**src/verilog/mrxl_pkg.sv**
```systemverilog
`default_nettype none
// Shared constants for the receive lane deserializer
package mrxl_pkg;
  // APB register byte offsets
  localparam logic [7:0] MRXL_CTRL_OFS   = 8'h00;
  localparam logic [7:0] MRXL_STATUS_OFS = 8'h04;
  localparam logic [7:0] MRXL_WORD_OFS   = 8'h08;
  // Control register fields
  localparam int MRXL_CTRL_HS_EN_BIT   = 0;
  localparam int MRXL_CTRL_TERM_BIT    = 1;
  localparam int MRXL_CTRL_FIFO_BIT    = 2;
  localparam int MRXL_CTRL_CLEAR_BIT   = 3;
  localparam logic [31:0] MRXL_CTRL_RST = 32'h0000_0003;
  // Status register fields
  localparam int MRXL_STAT_EMPTY_BIT   = 0;
  localparam int MRXL_STAT_DLY_LSB     = 8;
  localparam int MRXL_STAT_LEVEL_LSB   = 16;
  // Deserializer geometry: 1 to 8, both serial edges carry a bit
  localparam int MRXL_WORD_W           = 8;
  localparam logic [2:0] MRXL_LAST_BIT = 3'h7;
  // Last serial edge count in a half period of the divided clocks, which is four serial edges long
  localparam logic [2:0] MRXL_HALF_DIV = 3'h3;
  // Input delay counter
  localparam int MRXL_DLY_W            = 6;
  localparam logic [5:0] MRXL_DLY_INIT = 6'h00;
  localparam logic [5:0] MRXL_DLY_MAX  = 6'h3F;
  // APB answer latency in clk_in cycles after the access phase starts
  localparam int MRXL_APB_WAIT         = 1;
endpackage
`default_nettype wire

```
**src/verilog/mrxl_lane.sv**
```systemverilog
`timescale 1ns/1ps
`default_nettype none
module mrxl_lane #(
  parameter int FIFO_DEPTH = 8,      // Words held by the optional queue
  parameter int ADDR_W     = 8       // APB address width
) (
  input  wire logic              clk_in,                    // System clock, 100 MHz
  input  wire logic              reset_n_in,                // Synchronous reset
  // APB slave
  input  wire logic              psel_in,
  input  wire logic              penable_in,
  input  wire logic              pwrite_in,
  input  wire logic [ADDR_W-1:0] paddr_in,
  input  wire logic [31:0]       pwdata_in,
  output logic                   pready_out,
  output logic [31:0]            prdata_out,
  output logic                   pslverr_out,
  // High-speed pads (already differential-resolved)
  input  wire logic              serial_clock_pad_in,       // Clock lane pad level
  input  wire logic              hs_data_pad_in,            // Data lane pad level
  output logic                   hs_buffer_en_out,          // Receiver enable to pad
  output logic                   hs_termination_en_out,     // Termination enable to pad
  // Low-power pads, P and N
  input  wire logic              lp_pos_pad_in,
  input  wire logic              lp_neg_pad_in,
  output logic                   lp_pos_pad_out,
  output logic                   lp_pos_pad_oe_out,
  output logic                   lp_neg_pad_out,
  output logic                   lp_neg_pad_oe_out,
  // Fabric side
  input  wire logic              lp_pos_drive_en_in,
  input  wire logic              lp_pos_drive_val_in,
  input  wire logic              lp_neg_drive_en_in,
  input  wire logic              lp_neg_drive_val_in,
  output logic                   lp_pos_sense_out,
  output logic                   lp_neg_sense_out,
  input  wire logic              delay_step_en_in,
  input  wire logic              delay_step_dir_in,
  input  wire logic              delay_count_clear_in,
  input  wire logic              lane_clear_in,             // Lane reset request
  input  wire logic              queue_read_en_in,          // Pop one word
  output logic                   queue_empty_out,
  output logic [7:0]             hs_parallel_word_out,
  output logic                   hs_word_valid_out,         // One cycle per new word
  output logic [5:0]             delay_count_out,
  output logic                   lane_serial_clk_feed_out,
  output logic                   lane_parallel_clk_feed_out,
  output logic                   fabric_byte_clock_out,
  output logic                   global_div4_clock_out
);
  import mrxl_pkg::*;

  localparam int PTR_W = $clog2(FIFO_DEPTH);

  // Refuse queue depths the pointer logic cannot wrap on
  if (FIFO_DEPTH < 2 || (1 << PTR_W) != FIFO_DEPTH) begin : g_depth_check
    $error("FIFO_DEPTH must be a power of two, at least 2");
  end

  // Whole state of the lane in one record
  typedef struct packed {
    logic [2:0]                  sclk_sync;   // Serial clock synchroniser
    logic [2:0]                  data_sync;   // Data pad synchroniser
    logic [2:0]                  lpp_sync;    // LP P synchroniser
    logic [2:0]                  lpn_sync;    // LP N synchroniser
    logic                        sclk_flt;    // Filtered serial clock level
    logic [2:0]                  edge_cnt;    // Serial edges in half period
    logic [7:0]                  shift;       // Incoming bits, first in LSB
    logic [2:0]                  bit_cnt;     // Bits gathered so far
    logic                        par_clk;     // Divided clock level
    logic [7:0]                  word;        // Parallel word output
    logic                        word_vld;    // Word strobe
    logic [FIFO_DEPTH-1:0][7:0]  mem;         // Queue storage
    logic [PTR_W:0]              wptr;        // Queue write pointer
    logic [PTR_W:0]              rptr;        // Queue read pointer
    logic                        empty;       // Registered empty flag
    logic [5:0]                  dly;         // Input delay counter
    logic                        hs_en;       // Receiver enable
    logic                        term_en;     // Termination enable
    logic                        fifo_en;     // Queue in use
    logic                        lpp_in;      // Sensed LP P
    logic                        lpn_in;      // Sensed LP N
    logic                        lpp_oe;
    logic                        lpp_o;
    logic                        lpn_oe;
    logic                        lpn_o;
    logic                        pready;
    logic [31:0]                 prdata;
    logic                        pslverr;
  } mrxl_state_s;

  mrxl_state_s st_q;  // Registered state
  mrxl_state_s st_d;  // Next state

  // Fill level of the queue from its pointers
  function automatic logic [PTR_W:0] mrxl_level(input logic [PTR_W:0] w,
                                                input logic [PTR_W:0] r);
    mrxl_level = w - r;
  endfunction

  // Next-state logic
  always_comb begin
    logic         sclk_edge;   // Filtered serial clock changed
    logic         par_rise;    // Divided clock about to rise
    logic         word_done;   // Eighth bit arrives now
    logic [7:0]   new_word;    // Word completed this cycle
    logic         push;
    logic         pop;
    logic         clear;
    logic         acc;
    logic [7:0]   ofs;
    sclk_edge = 1'b0;
    par_rise  = 1'b0;
    word_done = 1'b0;
    new_word  = 8'h00;
    push      = 1'b0;
    pop       = 1'b0;
    clear     = lane_clear_in;  // Lane clear request from fabric or software
    acc       = 1'b0;
    ofs       = 8'h00;
    st_d      = st_q;

    // Three-stage synchronisers; only stage 2 and 3 are looked at
    st_d.sclk_sync = {st_q.sclk_sync[1:0], serial_clock_pad_in};
    st_d.data_sync = {st_q.data_sync[1:0], hs_data_pad_in};
    st_d.lpp_sync  = {st_q.lpp_sync[1:0], lp_pos_pad_in};
    st_d.lpn_sync  = {st_q.lpn_sync[1:0], lp_neg_pad_in};

    // Serial clock change is accepted once stages 2 and 3 agree
    if (st_q.sclk_sync[1] == st_q.sclk_sync[2] && st_q.sclk_sync[2] != st_q.sclk_flt) begin
      sclk_edge     = 1'b1;
      st_d.sclk_flt = st_q.sclk_sync[2];
    end

    if (sclk_edge) begin
      st_d.edge_cnt = st_q.edge_cnt + 3'h1;
      if (st_q.edge_cnt == MRXL_HALF_DIV) begin
        st_d.edge_cnt = 3'h0;
        st_d.par_clk  = ~st_q.par_clk;
        par_rise      = ~st_q.par_clk;
      end
    end

    // DDR capture, eight bits per word
    if (sclk_edge && st_q.hs_en) begin
      new_word     = {st_q.data_sync[2], st_q.shift[7:1]};
      st_d.shift   = new_word;
      st_d.bit_cnt = st_q.bit_cnt + 3'h1;
      word_done    = (st_q.bit_cnt == MRXL_LAST_BIT);
    end

    // APB access phase, answered one cycle later
    acc          = psel_in && penable_in && !st_q.pready;
    ofs          = 8'(paddr_in);
    st_d.pready  = acc;
    st_d.pslverr = 1'b0;
    if (acc) begin
      st_d.prdata = 32'h0000_0000;
      unique case (ofs)
        MRXL_CTRL_OFS: begin
          st_d.prdata = {28'h0000000, 1'b0, st_q.fifo_en, st_q.term_en, st_q.hs_en};
          if (pwrite_in) begin
            st_d.hs_en   = pwdata_in[MRXL_CTRL_HS_EN_BIT];
            st_d.term_en = pwdata_in[MRXL_CTRL_TERM_BIT];
            st_d.fifo_en = pwdata_in[MRXL_CTRL_FIFO_BIT];
            clear        = clear | pwdata_in[MRXL_CTRL_CLEAR_BIT];
          end
        end
        MRXL_STATUS_OFS: begin
          st_d.prdata[MRXL_STAT_EMPTY_BIT] = st_q.empty;
          st_d.prdata[MRXL_STAT_DLY_LSB +: MRXL_DLY_W] = st_q.dly;
          st_d.prdata[MRXL_STAT_LEVEL_LSB +: PTR_W+1] = mrxl_level(st_q.wptr, st_q.rptr);
          st_d.pslverr = pwrite_in;
        end
        MRXL_WORD_OFS: begin
          st_d.prdata  = {24'h000000, st_q.word};
          st_d.pslverr = pwrite_in;
        end
        default: begin
          // Unmapped address: error answer, reads zero
          st_d.pslverr = 1'b1;
        end
      endcase
    end

    // publish word when queue is bypassed
    st_d.word_vld = 1'b0;
    if (word_done && !st_q.fifo_en) begin
      st_d.word     = new_word;
      st_d.word_vld = 1'b1;
    end

    pop  = st_q.fifo_en && queue_read_en_in && !st_q.empty;
    push = st_q.fifo_en && word_done &&
           (mrxl_level(st_q.wptr, st_q.rptr) != (PTR_W+1)'(FIFO_DEPTH));
    if (pop) begin
      st_d.word     = st_q.mem[st_q.rptr[PTR_W-1:0]];
      st_d.word_vld = 1'b1;
      st_d.rptr     = st_q.rptr + (PTR_W+1)'(1);
    end
    if (push) begin
      st_d.mem[st_q.wptr[PTR_W-1:0]] = new_word;
      st_d.wptr                      = st_q.wptr + (PTR_W+1)'(1);
    end

    if (clear) begin
      st_d.wptr     = '0;
      st_d.rptr     = '0;
      st_d.shift    = 8'h00;
      st_d.bit_cnt  = 3'h0;
      st_d.word_vld = 1'b0;
    end

    // empty flag from the next pointers
    st_d.empty = (st_d.wptr == st_d.rptr);

    // delay step on parallel clock rise
    if (par_rise && delay_step_en_in) begin
      if (delay_step_dir_in && st_q.dly != MRXL_DLY_MAX) begin
        st_d.dly = st_q.dly + 6'h01;
      end else if (!delay_step_dir_in && st_q.dly != MRXL_DLY_INIT) begin
        st_d.dly = st_q.dly - 6'h01;
      end
    end
    if (par_rise && delay_count_clear_in) begin
      st_d.dly = MRXL_DLY_INIT;
    end

    // sensed LP levels, stable once stages agree
    if (st_q.lpp_sync[1] == st_q.lpp_sync[2]) begin
      st_d.lpp_in = st_q.lpp_sync[2];
    end
    if (st_q.lpn_sync[1] == st_q.lpn_sync[2]) begin
      st_d.lpn_in = st_q.lpn_sync[2];
    end

    st_d.lpp_oe = lp_pos_drive_en_in;
    st_d.lpp_o  = lp_pos_drive_val_in;
    st_d.lpn_oe = lp_neg_drive_en_in;
    st_d.lpn_o  = lp_neg_drive_val_in;
  end

  // State register with synchronous reset
  always_ff @(posedge clk_in) begin
    if (!reset_n_in) begin
      st_q         <= '0;
      st_q.empty   <= 1'b1;
      st_q.dly     <= MRXL_DLY_INIT;
      st_q.hs_en   <= MRXL_CTRL_RST[MRXL_CTRL_HS_EN_BIT];
      st_q.term_en <= MRXL_CTRL_RST[MRXL_CTRL_TERM_BIT];
      st_q.fifo_en <= MRXL_CTRL_RST[MRXL_CTRL_FIFO_BIT];
    end else begin
      st_q <= st_d;
    end
  end

  // Outputs straight from state; one clock lane feeds this lane
  assign pready_out                 = st_q.pready;
  assign prdata_out                 = st_q.prdata;
  assign pslverr_out                = st_q.pslverr;
  assign hs_buffer_en_out           = st_q.hs_en;
  assign hs_termination_en_out      = st_q.term_en;
  assign lp_pos_pad_out             = st_q.lpp_o;
  assign lp_pos_pad_oe_out          = st_q.lpp_oe;
  assign lp_neg_pad_out             = st_q.lpn_o;
  assign lp_neg_pad_oe_out          = st_q.lpn_oe;
  assign lp_pos_sense_out           = st_q.lpp_in;
  assign lp_neg_sense_out           = st_q.lpn_in;
  assign queue_empty_out            = st_q.empty;
  assign hs_parallel_word_out       = st_q.word;
  assign hs_word_valid_out          = st_q.word_vld;
  assign delay_count_out            = st_q.dly;
  assign lane_serial_clk_feed_out   = st_q.sclk_flt;
  assign lane_parallel_clk_feed_out = st_q.par_clk;
  assign fabric_byte_clock_out      = st_q.par_clk;
  assign global_div4_clock_out      = st_q.par_clk;
endmodule
`default_nettype wire

```
**config.mk**
```make
export PLATFORM = sky130hd
export DESIGN_NAME = mrxl_lane
export DESIGN_NICKNAME = d
export VERILOG_FILES = /design/src/verilog/mrxl_pkg.sv /design/src/verilog/mrxl_lane.sv
export SDC_FILE = /design/constraint.sdc
export NUM_CORES = 1
export LEC_CHECK = 0
export BUFFER_PORTS_ARGS = -buffer_cell sky130_fd_sc_hd__clkbuf_2
export CAP_MARGIN = 20
export CORE_UTILIZATION = 56
export CTS_BUF_LIST = sky130_fd_sc_hd__clkbuf_8
export DETAILED_ROUTE_END_ITERATION = 10
export PLACE_DENSITY = 0.8
export SKIP_LAST_GASP = 1
export SLEW_MARGIN = 0
export SYNTH_ARGS = -nofsm -noshare
export SYNTH_HDL_FRONTEND = slang
export SYNTH_SLANG_ARGS = --single-unit
```
**constraint.sdc**
```tcl
create_clock -name clk_in -period 3.1 [get_ports clk_in]
set_input_delay 0 -clock clk_in [delete_from_list [all_inputs] [get_ports clk_in]]
set_output_delay 0 -clock clk_in [all_outputs]
set_load 0.02 [all_outputs]
```
# Word level (Yosys, flattened, before mapping)
# Cells that the tools add are included.
# word_totals
regBits	145
input_bits	58
elab_cells	114
output_inout_bits	62
# op_classes
muxes	26
magnitude_cmp	3
reduce_logical	29
bitwise	3
n_eq_ne	11
n_addsub	7
# ops
operator	count
$bwmux 64	1
$mux 8	4
$bmux 8 s3	1
$demux 8 s3	1
$mux 6	3
$mux 9	2
$logic_and 1x1->1	14
$pmux 7 s2	1
$mux 4	3
$add 4x1->4 const B	2
$eq 8x3->1 const B	1
$eq 8x4->1 const B	1
$logic_not 8->1	1
$lt 3x4->1 const B	2
$mux 1	7
$add 3x1->3 const B	2
$add 6x1->6 const B	1
$ne 6x6->1 const B	1
$reduce_and 2->1	3
$reduce_bool 6->1	1
$reduce_or 2->1	3
$sub 6x1->6 const B	1
$eq 4x4->1	1
$logic_not 1->1	4
14 further kinds	18

# Logic depth before layout (Yosys ltp)
# depth
word_depth	10
mapped_depth	12

# Least setup slack after synthesis
# No wires, ideal clock.
# synth_timing
kind	register to register
startpoint	register st_q[52] (netlist bit)
endpoint	register st_q[71] (netlist bit)
synth_period_minus_slack_ps	2723
n_path_buf	2
slack_ps	377
stages_incl_launch_ff	11
arrival_time_ps	2607
setup_time_ps	116
cell_sequence	dfxtp_1 > clkbuf_1 > clkinv_1 > ha_1 > xor2_1 > nor3_1 > a31oi_4 > nand3_1 > clkbuf_1 > nor2_1 > a31o_2
# synth_via
elab_chain_cells	3
# synth_rtl
element	line_no	text
start, declared	mrxl_lane.sv:92	mrxl_state_s st_q;
start signal, assigned	mrxl_lane.sv:253	st_q <= st_d;
$sub 4x4->4	mrxl_lane.sv:98	mrxl_level = w - r;
$ne 4x4->1	mrxl_lane.sv:195	(mrxl_level(st_q.wptr, st_q.rptr) != (PTR_W+1)'(FIFO_DEPTH));
$logic_and 1x1->1	mrxl_lane.sv:194	push = st_q.fifo_en && word_done &&
# No other way between the ends.
# A chain may end at the register's enable or synchronous reset.

# Worst setup path in the final report
# layout_timing
startpoint	register st_q[54] (netlist bit)
endpoint	register st_q[64] (netlist bit)
# layout_via
elab_chain_cells	5
# layout_rtl
element	line_no	text
$lt 3x4->1 (implied by the code) or $ge 3x1->1 (tied branches)	mrxl_lane.sv:202	st_d.mem[st_q.wptr[PTR_W-1:0]] = new_word;
$logic_and 1x1->1 (implied by the code)	mrxl_lane.sv:202	
$mux 8 (implied by the code)	mrxl_lane.sv:202	
$demux 8 s3	mrxl_lane.sv:202	
$bwmux 64	mrxl_lane.sv:202	
# Several ways; a longest one is shown, not always the timed one.

==> out/metrics.csv <==
stage,metric,value,unit
run_status,status,"complete, no violations",
logic_synthesis,XOR/XNOR Fraction of Synth Area,3.50,%
critical_path,Top delay family on crit path,simple AND/OR/NAND/NOR gates,
critical_path,slowest CP cell,dfxtp_1,
logic_synthesis,top post-synthesis cells by count,"dfxtp_1, nand2_1, nor2_1",
critical_path,CP Cell Sequence,inv_1 > ha_1 > inv_1 > fa_1 > nor3_1 > a31oi_4 > and2_1 > nand2_1 > mux2i_1,
floorplanning,Die ar.,12100,µm²
logic_synthesis,mux contribution to synthesized area,14.6,%
worst_hold_path,HP Class,in -> reg,
floorplanning,placement row count,39,
placed_design,DP Wirelength,9740,µm
logic_synthesis,largest area contributor in the netlist,dfxtp_1,
floorplanning,IO Pins,120,
floorplanning,area of the core,11400,µm²
timing,f_max,0.347,GHz
logic_synthesis,Mapped Area,6550,µm²
timing,min Tclk post-route,2880,ps
pwr,Lkg Pwr,0.00299,µW
cts,CTS tree,yes,
logic_synthesis,Synth Area in Compound Gates,9.63,%
timing,TNS Setup,0,ps
critical_path,Worst path depth,9,
timing,setup ws final,216,ps
final_layout,fin nets,823,
critical_path,CP Max Fanout,10,
timing,endpoints failing hold,0,
critical_path,cell repeated most along the worst path,inv_1,
logic_synthesis,Yosys top cell area share,44.0,%
timing,worst slew pin tran,983,ps
global_routing,initial antenna violation count,0,
critical_path,Worst R2R Start,st_q[54]$_SDFF_PN0_,
logic_synthesis,synthesized instance count,688,
pwr,Switch Pwr,862,µW
route,DR WL/cell,16.0,µm
pwr,Power Internal,2650,µW
pwr,combinational power share,3.8,%
logic_synthesis,Ys Warns,0,
cts,total CTS buffers,17,
logic_synthesis,post-synthesis register bit count,144,
route,drc violations,0,
placed_design,gp weighted congestion,0.806,
pwr,PD cells,475,nW/µm²
route,remaining antenna violation count,0,
global_routing,GRT Util Overall,24.4,%
timing,Final Max Tran Viols,0,
route,Vias,5096,
logic_synthesis,number of synthesized flops with an enable pin,0,
floorplanning,Die W,110,µm
logic_synthesis,top_reg_cell synth,dfxtp_1,
logic_synthesis,top post-synthesis cells by area,"dfxtp_1, mux2i_1, nand2_1",
floorplanning,Die Height,110,µm
pwr,clock power share,43.1,%
pwr,Net Sw Frac,24.6,%
critical_path,Critical Path RT,3460,ps
logic_synthesis,dominant cell by count in the synthesized netlist,dfxtp_1,
critical_path,CP Launch Point,st_q[54]$_SDFF_PN0_,
logic_synthesis,adder-cell share of the synthesized area,2.90,%
logic_synthesis,largest family of logic cells by synthesized area,simple AND/OR/NAND/NOR gates,
global_routing,maximum number of pins on one net before global-route repair,85,
critical_path,R2R Path End,st_q[64]$_SDFFE_PN0P_,
critical_path,Worst Path Arrival,3250,ps
cts,post-CTS setup buffer count,0,
route,1st-iter DRT viols,335,
logic_synthesis,asr flop ratio synth,0,%
cts,clk root buf,clkbuf_8,
timing,Final period util,93.0,%
logic_synthesis,post-synth cell types,52,
timing,# setup viols final,0,
critical_path,cells on worst reg2reg path,9,
route,Via density,5.62,
critical_path,CP Capture Point,st_q[64]$_SDFFE_PN0P_,
timing,RSZ-0062 raised after global routing,false,
critical_path,Critical Path Max Stage Delay,510,ps
final_layout,area growth from synthesis to layout,12.9,%
final_layout,layout cells sized above 1,21.2,%
flow_run,max_cap viols,0,
critical_path,worst reg-to-reg setup slack,220,ps
critical_path,crit start category,flop,
global_routing,first-pass GRT wire length,22800,µm
cts,CTS Buffer Depth,2,
floorplanning,Initial Util,57.4,%
route,First-pass DRT Iterations,6,
cts,Clock Latency Late Sink,440,ps
timing,relative slew slack,34.3,%
route,WL final,14500,µm
logic_synthesis,post-synthesis simple-gate area fraction,17.2,%
logic_synthesis,Post-Syn Area per Cell,9.52,µm²
placed_design,Placement Setup Slack,244,ps
cts,clk sink count,144,
pwr,worst vdd ir,286,µV
logic_synthesis,fraction of the yosys area taken by sequential cells,44.0,%
critical_path,CP bufs+invs,2,
placed_design,# port buffers,77,
cts,H-tree depth,4,
cts,Worst-path clk slew,80,ps
pwr,sequential share of power,53.1,%
global_routing,vias in the first global route,4982,
timing,clk_skew,16.2,ps
global_routing,grt total ovfl,0,
critical_path,Setup CP Type,reg -> reg,
final_layout,ANT cells,0,
critical_path,Crit. End Element,flop,
cts,Post-CTS Resized,0,
## worst min path at each step
| stage | start | end | slack (ps) | cells past startpoint |
|---|---|---|---|---|
| floorplan | lp_neg_drive_en_in | lp_neg_pad_oe_out$_SDFF_PN0_ | 130 | 1 |
| global placement | lp_neg_drive_en_in | lp_neg_pad_oe_out$_SDFF_PN0_ | 210 | 2 |
| detailed placement | serial_clock_pad_in | st_d[157]$_SDFF_PN0_ | 210 | 2 |
| CTS | queue_read_en_in | st_q[51]$_SDFF_PN0_ | 0.7 | 5 |
| global route | queue_read_en_in | st_q[51]$_SDFF_PN0_ | 10 | 5 |
| finish | queue_read_en_in | st_q[51]$_SDFF_PN0_ | 8 | 5 |
## sequential cells by signal, indices dropped and copies added, names as in the netlist
register                  cells
prdata_out                   18
pready_out                    1
hs_parallel_word_out          8
fabric_byte_clock_out         1
st_q                         90
hs_buffer_en_out              1
hs_word_valid_out             1
delay_count_out               6
lp_pos_pad_out                1
lp_pos_sense_out              1
lp_neg_pad_out                1
hs_termination_en_out         1
lp_neg_sense_out              1
lane_serial_clk_feed_out      1
queue_empty_out               1
st_d                          8
lp_neg_pad_oe_out             1
pslverr_out                   1
lp_pos_pad_oe_out             1
## placed cells by master (no fill, tap or decap), types with 3 or more instances in the layout
cell,count
mux4_2,16
and2_1,18
a31o_2,8
o21ai_0,19
dlygate4sd3_1,20
a21oi_1,31
conb_1,14
inv_1,5
ha_1,12
xnor2_1,7
and3_1,5
clkbuf_8,17
a21o_1,3
xor2_1,14
a22oi_1,15
dfxtp_1,144
inv_8,4
clkbuf_2,77
nand3b_1,5
nor3_1,3
buf_4,17
nand3_1,15
mux2i_1,57
nand2b_1,3
clkinvlp_4,4
a221oi_1,8
nand2_1,118
nor2_1,63
## kinds of logic after synthesis
kind of cell	Yosys count
buffers and inverters	90
flip-flops	144
AO/OA/AOI/OAI	95
multiplexers	75
other	1
AND/OR/NAND/NOR	246
XOR/XNOR	23
adder cells (fa/ha/maj)	14
## routing by layer
metal  vias up  global-route usage (%)  routed length [µm]  part of all wire [%]
met5         -                       0                   0                     0
met2       155                    46.3                7650                    53
met3        23                    4.53                 618                   4.3
met1      2491                    26.5                6020                    41
li1       2427                       -                   -                     -
met4         0                    10.2                 235                   1.6
## power by group through the flow
stage,Clock (µW),Sequential [µW],Combinational (µW)
4_1_cts,1520,1860,129
6_report,1510,1860,132
5_1_grt,1620,1870,145
3_5_place_dp,0,1910,110
2_1_floorplan,0,1910,81.4
3_3_place_gp,0,1910,106
## stage by stage
stage / hold slack [ps] / area [µm²] / utilization (%) / std cells / total power [µW]
finish: 7.66 / 7390 / 64.7 / 907 / 3510
global route: 13.7 / 7390 / 64.7 / 907 / 3630
CTS: 0.670 / 7390 / 64.7 / 907 / 3520
detailed placement: 210 / 6780 / 59.4 / 855 / 2020
global placement: 206 / 6780 / 59.4 / 855 / 2010
floorplan: 127 / 6600 / - / 701 / 1990
## final cells by class
cell class,instances,area [µm²]
Sequential cell,144,2880
Inverter,7,26.3
Multi-Input combinational cell,467,3180
Clock buffer,17,234
Clock inverter,15,175
Tap cell,143,179
Timing Repair Buffer,114,713
Fill cell,872,4030
## worst reg2reg max path: cells and delay by family, from the launching register on
family	cells	cell delay, ps
DFF	1	510
and+or+nand+nor	3	920
AOI/OAI and AO/OA	1	210
muxes	1	270
buffers and inverters	2	260
adders and majority gates	2	650
## repair_timing
action,CTS,global route
endpoints found under the hold margin,20,0
hold buffers,20,0
setup endpoints to repair,0,0
(Power assumes the default switching activity.)
